===== config.mk =====
export PLATFORM = sky130hd
export DESIGN_NAME = dswt_top
export DESIGN_NICKNAME = d
export VERILOG_FILES = /design/src/dswt_pkg.sv /design/src/dswt_link_if.sv /design/src/dswt_status_word.sv /design/src/dswt_word_select.sv /design/src/dswt_top.sv
export SDC_FILE = /design/constraint.sdc
export NUM_CORES = 1
export LEC_CHECK = 0
export BUFFER_PORTS_ARGS = -buffer_cell sky130_fd_sc_hd__buf_2
export CORE_ASPECT_RATIO = 1.1
export CORE_MARGIN = 4
export CORE_UTILIZATION = 36
export DETAILED_ROUTE_END_ITERATION = 8
export GPL_TIMING_DRIVEN = 0
export HOLD_SLACK_MARGIN = 0.15
export PLACE_DENSITY = 0.59
export SLEW_MARGIN = 10
export SYNTH_ARGS = -nofsm -noshare
export SYNTH_HDL_FRONTEND = slang
export SYNTH_SLANG_ARGS = --single-unit

===== constraint.sdc =====
create_clock -name clock -period 9.4 [get_ports clock]
set_input_delay 0.94 -clock clock [delete_from_list [all_inputs] [get_ports clock]]
set_output_delay 0.94 -clock clock [all_outputs]
set_load 0.02 [all_outputs]

===== src/dswt_pkg.sv =====
// dswt_pkg: constants and types for the drive status word telegram block.
// assumes every file of the block refers to names here as dswt_pkg::name.
package dswt_pkg;

   // widths of words, connector numbers and process-data positions
   localparam int unsigned WORD_W       = 16;
   localparam int unsigned CONN_W       = 10;
   localparam int unsigned LEN_W        = 5;
   localparam int unsigned IDX_W        = 4;
   localparam int unsigned MAX_PD_WORDS = 16;
   localparam int unsigned RAW_W        = 18;
   localparam int unsigned PNUM_W       = 11;
   localparam int unsigned CODE_W       = 4;

   // connector numbers of the three status words
   localparam logic [CONN_W-1:0] CONN_STATUS_ONE   = 10'h145; // 325
   localparam logic [CONN_W-1:0] CONN_STATUS_TWO   = 10'h146; // 326
   localparam logic [CONN_W-1:0] CONN_STATUS_THREE = 10'h147; // 327

   // bit positions of status word one
   localparam int unsigned BIT_READY       = 0;
   localparam int unsigned BIT_DISABLED    = 1;
   localparam int unsigned BIT_RUNNING     = 2;
   localparam int unsigned BIT_FAULT       = 3;
   localparam int unsigned BIT_COAST       = 4;
   localparam int unsigned BIT_QUICK       = 5;
   localparam int unsigned BIT_BLOCKED     = 6;
   localparam int unsigned BIT_WARNING     = 7;
   localparam int unsigned BIT_SPEED_TOL   = 8;
   localparam int unsigned BIT_SPEED_ABOVE = 10;

   // actual-value scaling: nominal full scale and 16-bit saturation
   localparam logic signed [WORD_W-1:0] NOMINAL_POS = 16'sh4000; // +16384
   localparam logic signed [WORD_W-1:0] NOMINAL_NEG = 16'shC000; // -16384
   localparam logic signed [RAW_W-1:0]  SAT_MAX     = 18'sh07FFF;
   localparam logic signed [RAW_W-1:0]  SAT_MIN     = 18'sh38000;

   // parameter numbers served on the parameter channel
   localparam logic [PNUM_W-1:0] PNUM_PD_LEN_A  = 11'h30D; // 781
   localparam logic [PNUM_W-1:0] PNUM_SEL_A     = 11'h310; // 784
   localparam logic [PNUM_W-1:0] PNUM_PD_LEN_B  = 11'h317; // 791
   localparam logic [PNUM_W-1:0] PNUM_SEL_B     = 11'h31A; // 794
   localparam logic [PNUM_W-1:0] PNUM_FAULT     = 11'h390; // 912
   localparam logic [PNUM_W-1:0] PNUM_WARN      = 11'h391; // 913
   localparam logic [PNUM_W-1:0] PNUM_SPEED_TOL = 11'h398; // 920

   // parameter-channel word 1 layout
   localparam int unsigned PKW_CODE_LO = 12;
   localparam int unsigned PKW_NUM_HI  = 10;

   // request and response codes
   localparam logic [CODE_W-1:0] REQ_READ_IDX   = 4'h6;
   localparam logic [CODE_W-1:0] REQ_WRITE_IDX  = 4'h7;
   localparam logic [CODE_W-1:0] RESP_IDX_VALUE = 4'h4;
   localparam logic [CODE_W-1:0] RESP_ERROR     = 4'h7;

   // coded error numbers
   localparam logic [WORD_W-1:0] ERR_UNDEF_PARAM = 16'h0000;
   localparam logic [WORD_W-1:0] ERR_READ_ONLY   = 16'h0001;
   localparam logic [WORD_W-1:0] ERR_LIMIT       = 16'h0002;
   localparam logic [WORD_W-1:0] ERR_UNDEF_INDEX = 16'h0003;
   localparam logic [WORD_W-1:0] ERR_NO_FUNC     = 16'h0065; // 101

   // reset values of the settings, and the process-data length limit
   localparam logic [LEN_W-1:0]  RST_PD_LEN    = 5'h00;
   localparam logic [LEN_W-1:0]  MAX_PD_LEN    = 5'h10;
   localparam logic [CONN_W-1:0] RST_SEL_FIRST = 10'h145;
   localparam logic [CONN_W-1:0] RST_SEL_OTHER = 10'h000;
   localparam logic [WORD_W-1:0] RST_SPEED_TOL = 16'h0200;

   // transmit sequencer states
   typedef enum logic [0:0] {TX_IDLE, TX_SEND} dswt_tx_t;

endpackage : dswt_pkg


===== src/dswt_link_if.sv =====
// dswt_link_if: carries status word one and the word-selection query
// between the core and its two helper modules; all on one clock.
`timescale 1ns/1ps
`default_nettype none
interface dswt_link_if;
   logic [15:0] status_word_one; // assembled status word one
   logic [9:0]  sel_connector;   // connector being looked up
   logic [15:0] sel_word;        // word that connector yields

   modport status_src (output status_word_one);
   modport select_eng (input status_word_one, input sel_connector,
                       output sel_word);
   modport core       (input status_word_one, input sel_word,
                       output sel_connector);
endinterface : dswt_link_if
`default_nettype wire


===== src/dswt_status_word.sv =====
// dswt_status_word: builds status word one from the drive's state flags.
// assumes all inputs come from logic on the same clock.
`timescale 1ns/1ps
`default_nettype none
module dswt_status_word (
   input  wire logic        clock,          // system clock
   input  wire logic        arst_n,         // async reset, active low
   input  wire logic        base_ready,     // base unit ready to start
   input  wire logic        start_request,  // a start is requested
   input  wire logic        drive_disabled, // drive is disabled
   input  wire logic        running,        // base unit running
   input  wire logic        fault_active,   // any fault present
   input  wire logic        warning_active, // any warning present
   input  wire logic        coast_stop_n,   // 0 while coast stop active
   input  wire logic        quick_stop_n,   // 0 while quick stop active
   input  wire logic        other_block,    // other missing permissive
   input  wire logic        speed_above,    // speed above threshold
   input  wire logic [15:0] speed_ref,      // active speed reference
   input  wire logic [15:0] speed_fb,       // actual speed feedback
   input  wire logic [15:0] speed_tol,      // tolerance band half-width
   dswt_link_if.status_src  link            // status word to the core
);

   typedef struct packed {
      logic [15:0] word;
   } dswt_sw_state_t;

   dswt_sw_state_t cur;
   dswt_sw_state_t next_cur;

   // error magnitude of reference minus feedback, both signed
   function automatic logic [16:0] dswt_abs_err(input logic [15:0] a,
                                                 input logic [15:0] b);
      logic signed [16:0] d;
      d = $signed({a[15], a}) - $signed({b[15], b});
      dswt_abs_err = d[16] ? 17'(-d) : 17'(d);
   endfunction : dswt_abs_err

   // assemble every flag of the word; unused bits stay zero
   always_comb begin
      next_cur = '0;
      next_cur.word[dswt_pkg::BIT_READY]    = base_ready & ~start_request;
      next_cur.word[dswt_pkg::BIT_DISABLED] = drive_disabled & start_request;
      next_cur.word[dswt_pkg::BIT_RUNNING]  = running;
      next_cur.word[dswt_pkg::BIT_FAULT]    = fault_active;
      next_cur.word[dswt_pkg::BIT_COAST]    = coast_stop_n;
      next_cur.word[dswt_pkg::BIT_QUICK]    = quick_stop_n;
      next_cur.word[dswt_pkg::BIT_BLOCKED]  = other_block |
         (~start_request & (~coast_stop_n | ~quick_stop_n));
      next_cur.word[dswt_pkg::BIT_WARNING]  = warning_active;
      next_cur.word[dswt_pkg::BIT_SPEED_TOL] =
         dswt_abs_err(speed_ref, speed_fb) <= {1'b0, speed_tol};
      next_cur.word[dswt_pkg::BIT_SPEED_ABOVE] = speed_above;
   end

   // register the word
   always_ff @(posedge clock or negedge arst_n) begin
      if (!arst_n) begin
         cur <= '0;
      end else begin
         cur <= next_cur;
      end
   end

   assign link.status_word_one = cur.word;

endmodule : dswt_status_word
`default_nettype wire


===== src/dswt_word_select.sv =====
// dswt_word_select: maps a connector number to the word it carries.
// assumes conn_raw answers conn_query in the same cycle, combinationally.
`timescale 1ns/1ps
`default_nettype none
module dswt_word_select (
   input  wire logic [15:0] status_word_two,   // status word two value
   input  wire logic [15:0] status_word_three, // status word three value
   output logic      [9:0]  conn_query,        // connector asked for
   input  wire logic [17:0] conn_raw,          // its raw signed value
   dswt_link_if.select_eng  link               // query and answer
);

   // clamp a raw value, nominal full scale 16384, to a signed word
   function automatic logic [15:0] dswt_sat(input logic [17:0] raw);
      if ($signed(raw) > dswt_pkg::SAT_MAX) begin
         dswt_sat = dswt_pkg::SAT_MAX[15:0];
      end else if ($signed(raw) < dswt_pkg::SAT_MIN) begin
         dswt_sat = dswt_pkg::SAT_MIN[15:0];
      end else begin
         dswt_sat = raw[15:0];
      end
   endfunction : dswt_sat

   assign conn_query = link.sel_connector;

   // status words by their connectors, all else as a scaled value
   always_comb begin
      case (link.sel_connector)
         dswt_pkg::CONN_STATUS_ONE: begin
            link.sel_word = link.status_word_one;
         end
         dswt_pkg::CONN_STATUS_TWO: begin
            link.sel_word = status_word_two;
         end
         dswt_pkg::CONN_STATUS_THREE: begin
            link.sel_word = status_word_three;
         end
         default: begin
            link.sel_word = dswt_sat(conn_raw);
         end
      endcase
   end

endmodule : dswt_word_select
`default_nettype wire


===== src/dswt_top.sv =====
// dswt_top: drive status word telegram block. holds the process-data
// settings of two serial ports, answers parameter-channel requests and
// sends the drive-to-host process-data words of a telegram.
// assumes one clock, requests and flags from logic on that clock.
//
// Overview of operation
// - word 1 is status word one only if length > 0 and it selects 325.
// - bit 0 is 1 when ready to start and falls once start is requested.
// - bit 1 is 1 when the drive is disabled with a start request.
// - bit 3 is 1 while any fault is active.
// - bit 4 follows coast stop, 0 while coast stop is active.
// - bit 5 follows quick stop, 0 while quick stop is active.
// - bit 6 is 1 when blocked, and with no start if a stop is active.
// - bit 7 is 1 while any warning is active.
// - bit 8 is 1 while reference minus feedback is within tolerance.
// - actual values are signed with full scale at +16384 and -16384.
// - words beyond the configured length are not sent.
// - status words two and three go only where their connectors sit.
// - each word carries the value of the connector selected for it.
`timescale 1ns/1ps
`default_nettype none
module dswt_top (
   input  wire logic        clock,             // 200 MHz system clock
   input  wire logic        arst_n,            // async reset, active low
   input  wire logic        base_ready,        // base unit ready to start
   input  wire logic        start_request,     // a start is requested
   input  wire logic        drive_disabled,    // drive is disabled
   input  wire logic        running,           // base unit running
   input  wire logic        fault_active,      // any fault present
   input  wire logic        warning_active,    // any warning present
   input  wire logic        coast_stop_n,      // 0 while coast stop active
   input  wire logic        quick_stop_n,      // 0 while quick stop active
   input  wire logic        other_block,       // other missing permissive
   input  wire logic        speed_above,       // speed above threshold
   input  wire logic [15:0] speed_ref,         // active speed reference
   input  wire logic [15:0] speed_fb,          // actual speed feedback
   input  wire logic [15:0] fault_number,      // active fault number
   input  wire logic [15:0] warning_number,    // active warning number
   input  wire logic [15:0] status_word_two,   // status word two value
   input  wire logic [15:0] status_word_three, // status word three value
   output logic      [9:0]  conn_query,        // connector looked up
   input  wire logic [17:0] conn_raw,          // raw value of conn_query
   input  wire logic        pkw_req_valid,     // request pulse
   input  wire logic [15:0] pkw_req_w1,        // code and param number
   input  wire logic [15:0] pkw_req_w2,        // index
   input  wire logic [15:0] pkw_req_w3,        // value to write
   output logic             pkw_resp_valid,    // response pulse
   output logic      [15:0] pkw_resp_w1,       // code and param number
   output logic      [15:0] pkw_resp_w2,       // index
   output logic      [15:0] pkw_resp_w3,       // value or error number
   input  wire logic        tx_start,          // start a telegram
   input  wire logic        tx_port,           // 0 port a, 1 port b
   output logic             tx_busy,           // telegram under way
   output logic             pd_valid,          // word on pd_word
   input  wire logic        pd_ready,          // sink takes the word
   output logic      [15:0] pd_word,           // process-data word
   output logic      [3:0]  pd_index,          // its position, 0 first
   output logic             pd_last            // last word of telegram
);

   typedef dswt_pkg::dswt_tx_t dswt_tx_t;

   typedef struct packed {
      logic [4:0]        pd_len_a;  // process_data_length_port_a
      logic [4:0]        pd_len_b;  // process_data_length_port_b
      logic [15:0][9:0]  sel_a;     // word_source_select_port_a
      logic [15:0][9:0]  sel_b;     // word_source_select_port_b
      logic [15:0]       speed_tol; // speed tolerance band
      dswt_tx_t          tx;
      logic              tx_port;
      logic [3:0]        tx_idx;
      logic [15:0]       pd_word;
      logic              resp_valid;
      logic [15:0]       resp_w1;
      logic [15:0]       resp_w2;
      logic [15:0]       resp_w3;
   } dswt_core_t;

   dswt_core_t  cur;
   dswt_core_t  next_cur;
   dswt_link_if link ();

   logic        load_port;
   logic [3:0]  load_idx;
   logic [4:0]  cur_len;

   // length of the port a telegram runs on, or would start on
   function automatic logic [4:0] dswt_len(input logic port,
                                           input logic [4:0] len_a,
                                           input logic [4:0] len_b);
      dswt_len = port ? len_b : len_a;
   endfunction : dswt_len

   dswt_status_word u_status (
      .clock          (clock),
      .arst_n         (arst_n),
      .base_ready     (base_ready),
      .start_request  (start_request),
      .drive_disabled (drive_disabled),
      .running        (running),
      .fault_active   (fault_active),
      .warning_active (warning_active),
      .coast_stop_n   (coast_stop_n),
      .quick_stop_n   (quick_stop_n),
      .other_block    (other_block),
      .speed_above    (speed_above),
      .speed_ref      (speed_ref),
      .speed_fb       (speed_fb),
      .speed_tol      (cur.speed_tol),
      .link           (link.status_src)
   );

   dswt_word_select u_select (
      .status_word_two   (status_word_two),
      .status_word_three (status_word_three),
      .conn_query        (conn_query),
      .conn_raw          (conn_raw),
      .link              (link.select_eng)
   );

   // word to fetch next: first word at start, following word while sending
   assign load_port = (cur.tx == dswt_pkg::TX_IDLE) ? tx_port : cur.tx_port;
   assign load_idx  = (cur.tx == dswt_pkg::TX_IDLE) ? 4'h0
                                                    : 4'(cur.tx_idx + 4'h1);
   assign cur_len   = dswt_len(cur.tx_port, cur.pd_len_a, cur.pd_len_b);
   assign link.sel_connector = load_port ? cur.sel_b[load_idx]
                                         : cur.sel_a[load_idx];

   // parameter channel and telegram sequencer
   always_comb begin
      logic [3:0]  code;
      logic [10:0] num;
      logic [15:0] idx;
      logic [15:0] val;
      logic        wr;
      logic [3:0]  rcode;
      logic [15:0] rval;
      code  = pkw_req_w1[15:dswt_pkg::PKW_CODE_LO];
      num   = pkw_req_w1[dswt_pkg::PKW_NUM_HI:0];
      idx   = pkw_req_w2;
      val   = pkw_req_w3;
      wr    = (code == dswt_pkg::REQ_WRITE_IDX);
      rcode = dswt_pkg::RESP_ERROR;
      rval  = dswt_pkg::ERR_NO_FUNC;
      next_cur = cur;
      next_cur.resp_valid = 1'b0;

      // parameter-channel request: read or write one indexed parameter
      if (pkw_req_valid) begin
         if (code == dswt_pkg::REQ_READ_IDX || wr) begin
            rval = dswt_pkg::ERR_UNDEF_PARAM;
            case (num)
               dswt_pkg::PNUM_PD_LEN_A, dswt_pkg::PNUM_PD_LEN_B: begin
                  if (idx != 16'h0000) begin
                     rval = dswt_pkg::ERR_UNDEF_INDEX;
                  end else if (wr && val > 16'(dswt_pkg::MAX_PD_LEN)) begin
                     rval = dswt_pkg::ERR_LIMIT;
                  end else begin
                     rcode = dswt_pkg::RESP_IDX_VALUE;
                     if (wr && num == dswt_pkg::PNUM_PD_LEN_A) begin
                        next_cur.pd_len_a = val[4:0];
                     end else if (wr) begin
                        next_cur.pd_len_b = val[4:0];
                     end
                     rval = wr ? val : 16'(dswt_len(
                        num == dswt_pkg::PNUM_PD_LEN_B,
                        cur.pd_len_a, cur.pd_len_b));
                  end
               end
               dswt_pkg::PNUM_SEL_A, dswt_pkg::PNUM_SEL_B: begin
                  if (idx >= 16'(dswt_pkg::MAX_PD_WORDS)) begin
                     rval = dswt_pkg::ERR_UNDEF_INDEX;
                  end else if (wr && val > 16'h03FF) begin
                     rval = dswt_pkg::ERR_LIMIT;
                  end else begin
                     rcode = dswt_pkg::RESP_IDX_VALUE;
                     if (num == dswt_pkg::PNUM_SEL_A) begin
                        rval = {6'h00, cur.sel_a[idx[3:0]]};
                        if (wr) begin
                           next_cur.sel_a[idx[3:0]] = val[9:0];
                        end
                     end else begin
                        rval = {6'h00, cur.sel_b[idx[3:0]]};
                        if (wr) begin
                           next_cur.sel_b[idx[3:0]] = val[9:0];
                        end
                     end
                     if (wr) begin
                        rval = val;
                     end
                  end
               end
               dswt_pkg::PNUM_FAULT, dswt_pkg::PNUM_WARN: begin
                  if (idx != 16'h0000) begin
                     rval = dswt_pkg::ERR_UNDEF_INDEX;
                  end else if (wr) begin
                     rval = dswt_pkg::ERR_READ_ONLY;
                  end else begin
                     rcode = dswt_pkg::RESP_IDX_VALUE;
                     rval  = (num == dswt_pkg::PNUM_FAULT) ? fault_number
                                                           : warning_number;
                  end
               end
               dswt_pkg::PNUM_SPEED_TOL: begin
                  if (idx != 16'h0000) begin
                     rval = dswt_pkg::ERR_UNDEF_INDEX;
                  end else begin
                     rcode = dswt_pkg::RESP_IDX_VALUE;
                     rval  = wr ? val : cur.speed_tol;
                     if (wr) begin
                        next_cur.speed_tol = val;
                     end
                  end
               end
               default: begin
                  rval = dswt_pkg::ERR_UNDEF_PARAM;
               end
            endcase
         end
         next_cur.resp_valid = 1'b1;
         next_cur.resp_w1    = {rcode, 1'b0, num};
         next_cur.resp_w2    = idx;
         next_cur.resp_w3    = rval;
      end

      // telegram: send words 0 .. length-1 of the chosen port
      case (cur.tx)
         dswt_pkg::TX_IDLE: begin
            if (tx_start &&
                dswt_len(tx_port, cur.pd_len_a, cur.pd_len_b) != 5'h00) begin
               next_cur.tx      = dswt_pkg::TX_SEND;
               next_cur.tx_port = tx_port;
               next_cur.tx_idx  = 4'h0;
               next_cur.pd_word = link.sel_word;
            end
         end
         dswt_pkg::TX_SEND: begin
            if (pd_ready) begin
               if (5'(cur.tx_idx) + 5'h01 >= cur_len) begin
                  next_cur.tx = dswt_pkg::TX_IDLE;
               end else begin
                  next_cur.tx_idx  = load_idx;
                  next_cur.pd_word = link.sel_word;
               end
            end
         end
         default: begin
            next_cur.tx = dswt_pkg::TX_IDLE;
         end
      endcase
   end

   // register the whole state; settings take their reset values
   always_ff @(posedge clock or negedge arst_n) begin
      if (!arst_n) begin
         cur          <= '0;
         cur.pd_len_a <= dswt_pkg::RST_PD_LEN;
         cur.pd_len_b <= dswt_pkg::RST_PD_LEN;
         cur.sel_a    <= {{15{dswt_pkg::RST_SEL_OTHER}},
                          dswt_pkg::RST_SEL_FIRST};
         cur.sel_b    <= {{15{dswt_pkg::RST_SEL_OTHER}},
                          dswt_pkg::RST_SEL_FIRST};
         cur.speed_tol <= dswt_pkg::RST_SPEED_TOL;
         cur.tx       <= dswt_pkg::TX_IDLE;
      end else begin
         cur <= next_cur;
      end
   end

   // outputs straight from the state
   assign tx_busy        = (cur.tx == dswt_pkg::TX_SEND);
   assign pd_valid       = (cur.tx == dswt_pkg::TX_SEND);
   assign pd_word        = cur.pd_word;
   assign pd_index       = cur.tx_idx;
   assign pd_last        = pd_valid && (5'(cur.tx_idx) + 5'h01 >= cur_len);
   assign pkw_resp_valid = cur.resp_valid;
   assign pkw_resp_w1    = cur.resp_w1;
   assign pkw_resp_w2    = cur.resp_w2;
   assign pkw_resp_w3    = cur.resp_w3;

endmodule : dswt_top
`default_nettype wire


# Yosys cells after proc, flatten, opt, wreduce, memory -nomap -nowiden
# Cells that the tools add are included.
# Widths: inputs -> output; s select.
# op_classes
addsub	4
n_mul	0
div	0
magnitude_cmp	10
n_eq_ne	15
shifts	0
mux	53
n_bitwise	15
reduce_logical	19
# op_table
operator	count
$bwmux 160	2
$mux 16	14
$bmux 10 s4	4
$eq 11x10->1 const B	7
$mux 10	7
$pmux 16 s4	1
$mux 49	1
$pmux 16 s3	1
$demux 10 s4	1
$mux 20	2
$pmux 20 s2	1
$eq 10x9->1 const B	3
$mux 22	1
$reduce_and 7->1	3
$gt 18x16->1 const B	1
$lt 18x16->1 const B	1
$le 17x16->1	1
$mux 17	1
$neg 17->17	1
$sub 16x16->17	1
$ge 16x5->1 const B	1
$gt 16x10->1 const B	1
$gt 16x5->1 const B	1
$mux 2	8
25 further kinds	51
# word_totals
register_bits	426
latch_bits	0
ramBits	0
mem_bits_ro	0
output_inout_bits	82
word_cells	160
mem_count	0

# Depth between registers and ports, before layout
# depth
word_depth	10
mapped_depth	25
mapped_depth_nobuf	24

# Modules after synthesis
# From an unflattened synthesis, not the netlist that was laid out.
# hier_totals
hier_cells	2017
hier_area_um2	25557.0
# modules_own_cells
module	n_inst	cells_per_inst	area_per_inst_um2	seq_area_each_um2
dswt_top	1	1661	22766.8	10371.2
dswt_status_word	1	263	2048.2	250.2
dswt_word_select	1	93	742.0	0.0

# Worst setup path before layout
# Ideal clock, no wire load.
# synth_timing
path_kind	input -> register
start	input speed_ref[0]
end	register u_status.cur, in the netlist u_status.link.status_word_one[8]
setup_time_ps	77
t_arrival_ps	4924
required_ps	9323
slack_ps	4399
stages	25
path_cell_list	inv_1 -> ha_1 -> fa_1 -> nor2b_1 -> o21ai_0 -> a21boi_0 -> o41ai_1 -> a211oi_1 -> o21ai_0 -> a21oi_1 -> a2bb2oi_1 -> clkbuf_1 -> nor2_1 -> a21oi_1 -> ha_1 -> nor2b_1 -> o21a_1 -> o21a_1 -> o21ai_0 -> nand2b_1 -> a21oi_1 -> o31ai_1 -> a31oi_1 -> a21oi_1 -> a21oi_1
# synth_rtl
item	line	text
start, declared	dswt_top.sv:35	input wire logic [15:0] speed_ref,
end signal, assigned	dswt_status_word.sv:61	cur <= next_cur;
end, declared	dswt_status_word.sv:28	dswt_sw_state_t cur;

# Worst setup path in the final report
# layout_timing
start	register cur, in the netlist pd_index[0]
end	output conn_query[3]
# layout_between
elab_chain_len	5
word_cells_on_any_way	7
cone_classes	add/sub (1); mux (6)
# layout_rtl
item	line	text
start, declared	dswt_top.sv:79	dswt_core_t cur;
start signal, assigned	dswt_top.sv:266	cur <= next_cur;
$add 4x1->4 (*)	dswt_top.sv:124	: 4'(cur.tx_idx + 4'h1);
$mux 4 (*)	dswt_top.sv:123	assign load_idx = (cur.tx == dswt_pkg::TX_IDLE) ? 4'h0
$bmux 10 s4, on equally long branches	dswt_top.sv:127, dswt_top.sv:126	
$mux 10, on equally long branches	dswt_top.sv:127, dswt_top.sv:126	
$mux 10 (*)	dswt_top.sv:126	assign link.sel_connector = load_port ? cur.sel_b[load_idx]
end, declared	dswt_top.sv:41	output logic [9:0] conn_query,
# Mark *: on every way between the ends. The rest lies on a longest branch, timed or not. The select of a mux whose other input is x is not followed.

==> flow_summary.toml <==
[critical_path]
timing.critical_path.arrival_ps = 4970
critical_path.max_fanout = 10
reg2regPathDepth = 14
regToRegEndpoint = "pd_word[9]$_DFFE_PN0P_"
critical_path.startpoint_type = "register"
sort_of_element_at_the_end_of_the_critical_path = "primary output"
crit_required_ps = 8460
timing.rr.start = "pd_index[0]$_DFFE_PN0P_"
setup.worst_path.class = "register to primary output"
reg2reg_slack_ps = 3800

[logic_synthesis]
synth_enable_flop_cells = 0
synth.yosys.seq_area_share = 0.427
synth.largest_area_cell = "dfrtp_1"
dominantRegCellSynth = "dfrtp_1"
synth_top_area_share = 0.417
synthTopCellsByArea = "dfrtp_1 42%, mux2_2 16%, mux4_2 11%, buf_4 2.4%, nand2_1 2.4%"
yosys_register_bits = 424
post_synth.cell_area_avg_um2 = 11.8
syn-instance-count = 2102
synthDistinctLibCells = 89
mapped_area_um2 = 24900
synthArstFlopShare = 1.00
yosys_warnings = 0

[timing]
fmaxAchievable_mhz = 169
max_slew_margin = 0.0412
final.period_utilization = 0.629
final_slew_violations = 0
finalWorstSetupSlack_ps = 3490
setup_viol_count_final = 0
rsz0062_at_grt = "false"
timing.final.crit_period_ps = 5910
tightestPinTransition_ps = 1420
hold_viol_final = 0
timing.setup.tns_ps = 0
skew_ps = 30.1

[power]
leakage_nw = 13.2
logic_pwr_share = 0.322
swShare = 0.367
p_per_area_nw_per_um2 = 192
vdd_ir_drop_max_uv = 123
p_int_w = 0.00353
portion_of_total_power_attributed_to_sequential_cells = 0.346
power.clock.fraction = 0.333
netSwitchingPower_w = 0.00204

[clock_network]
number_of_buffers_added_to_fix_hold_violations_after_cts = 0
tritoncts = "yes"
worst_skew_pair.late_latency_ps = 620
cts-root-to-sink-buffers = 3
cts.sinks = 424
cts-buffers-inserted = 46
path_clk_slew_ps = 60
h-tree-depth = 2
clk_root_buffer_cell = "clkbuf_16"
cts_setup_buffers = 0
cts_resized = 0

[layout]
finalNetCount = 2623
layout-drive-gt1-share = 0.398
layout-area-overhead-vs-synth_pct = 16.3
instances_no_fill = 3363

[drt]
drt-total-wl_mm = 95.4
avgViaCountPerCell = 6.04
post-route-drc-count = 0
dr.pass1.iters = 6
antenna_violating_nets_post_route = 0
number_of_vias_in_the_routed_layout = 20300
detail_route.iter0.violations = 1931
post_drt_wl_per_cell_um = 28.4

[grt]
track_usage = 0.252
grt_start_max_net_pins = 102
global_route.overflow_total = 0
first_pass_grt_wire_length_mm = 139
first_global_vias = 20800
initial_antenna_violation_count = 4

[floorplan]
floorplan.die.width_um = 259
boundaryPins = 260
coreArea_um2 = 68100
area_of_the_die_um2 = 73400
starting_utilization_of_the_core_area = 0.366
fp.dieH_um = 284
placementRows = 100

[place]
hpwl_mm = 69.7
numPlacedInstances = 3275
gp_congestion = 0.993
port-buffer-count = 248
dp_worst_setup_slack_ps = 3400

[run]
max_cap_violations = 0

[hold_path]
timing.hold.worst.class = "input pin to async pin"

[outcome]
run_status = "finished clean"
-- final cells by class --
class,count,area [µm²]
fillers,6540,39100
multi-input cells,1400,12900
flip-flops and latches,424,10600
repair buffers,254,1380
clock buffers,74,1380
plain buffers,231,1210
well taps,918,1150
inverters,48,180
clock inverters,11,130
diodes,3,7.51
-- stage by stage --
step | area (µm²) | hold WS, ps | utilization | total power (W)
floorplan | 24900 | 438 | - | 0.00298
global placement | 27300 | 458 | 0.401 | 0.00368
detailed placement | 27400 | 459 | 0.403 | 0.00370
CTS | 29000 | 273 | 0.425 | 0.00555
global route | 29000 | 305 | 0.425 | 0.00573
finish | 29000 | 258 | 0.426 | 0.00557
-- worst max-delay path, stage by stage, from the launching register on --
cell       delay, ps
dfrtp_1          460
ha_1             370
clkbuf_1         460
and2_1           360
clkbuf_1         810
a222oi_1         240
a2111oi_0        880
nor3_1           240
nor2_1           300
buf_2            230
-- layer usage --
layer / up-vias / GRT usage / share of wire
met5: - / 0 / 0
li1: 8445 / - / -
met2: 1194 / 0.407 / 0.47
met4: 0 / 0.145 / 0.068
met1: 10300 / 0.313 / 0.38
met3: 329 / 0.0550 / 0.091
-- flip-flops by register name (all words and copies together) (netlist names) --
| register | flops |
|---|---|
| pkw_resp_w3 | 16 |
| pd_word | 16 |
| pd_index | 4 |
| pkw_resp_valid | 1 |
| pkw_resp_w2 | 16 |
| cur | 347 |
| pkw_resp_w1 | 13 |
| u_status.link.status_word_one | 10 |
| pd_valid | 1 |
-- how the worst max path moves through the flow --
stage	from	to	slack [ps]	cells after the start
2_1_floorplan	speed_ref[0]	u_status.link.status_word_one[8]$_DFF_PN0_	4400	25
3_3_place_gp	arst_n	pkw_resp_valid$_DFF_PN0_	-1120	1
3_5_place_dp	speed_ref[0]	u_status.link.status_word_one[8]$_DFF_PN0_	3400	26
4_1_cts	pd_index[0]$_DFFE_PN0P_	conn_query[3]	3750	9
5_1_grt	speed_ref[0]	u_status.link.status_word_one[8]$_DFF_PN0_	3540	26
6_report	pd_index[0]$_DFFE_PN0P_	conn_query[3]	3490	9
-- cells in the mapped netlist, drive strengths merged (5+ instances only) --
library cell	instances
a211oi	17
a311oi	5
or4	6
a22oi	28
and2	6
nand2	157
mux2	367
mux4	125
a21oi	43
mux2i	46
nand3	16
clkbuf	107
buf	124
inv	48
nor4	12
nand2b	22
dfstp	9
ha	39
o21a	6
dfrtp	415
a31oi	23
xor2	10
or3	9
nor2b	18
a21o	13
o21ai	79
nor2	109
o22a	7
o221ai	32
o31ai	8
a221oi	14
a222oi	13
xnor2	15
nor3	22
or2	9
and3	10
o22ai	34
a2111oi	6
o2bb2ai	10
nand4	7
o211ai	7
-- layout by cell type, fill, tap and decap left out, types with 18 or more instances in the layout --
cell type	n
nand2b_1	21
dfrtp_1	415
nand2_1	157
clkbuf_1	124
ha_1	39
a31oi_1	23
mux2_2	351
a21oi_1	41
a22oi_1	28
o221ai_1	32
o22ai_1	34
inv_1	47
nor2_1	96
nor3_1	19
clkbuf_16	47
o21ai_0	78
buf_4	80
mux4_2	125
buf_2	274
nor2b_1	18
mux2i_1	45
-- kinds of logic (layout without fill, tap and decap cells) --
kind of cell	count (synthesis)	in the layout	share of synthesized area
fa+ha+maj	40	40	0.0204
compound gates	379	379	0.107
buf+inv	279	618	0.0558
mux	538	538	0.300
other cells	1	5	0.000151
flops	424	424	0.427
simple gates	416	416	0.0813
xor+xnor	25	25	0.00910
-- power by group through the flow --
stage / sequential [W] / clock, W / combinational (W)
final: 0.00193 / 0.00185 / 0.00179
after global routing: 0.00193 / 0.00194 / 0.00186
after CTS: 0.00193 / 0.00187 / 0.00175
after detailed placement: 0.00196 / 0 / 0.00174
after global placement: 0.00196 / 0 / 0.00172
after floorplan: 0.00195 / 0 / 0.00103
No activity file was read; power rests on OpenSTA's default activity.
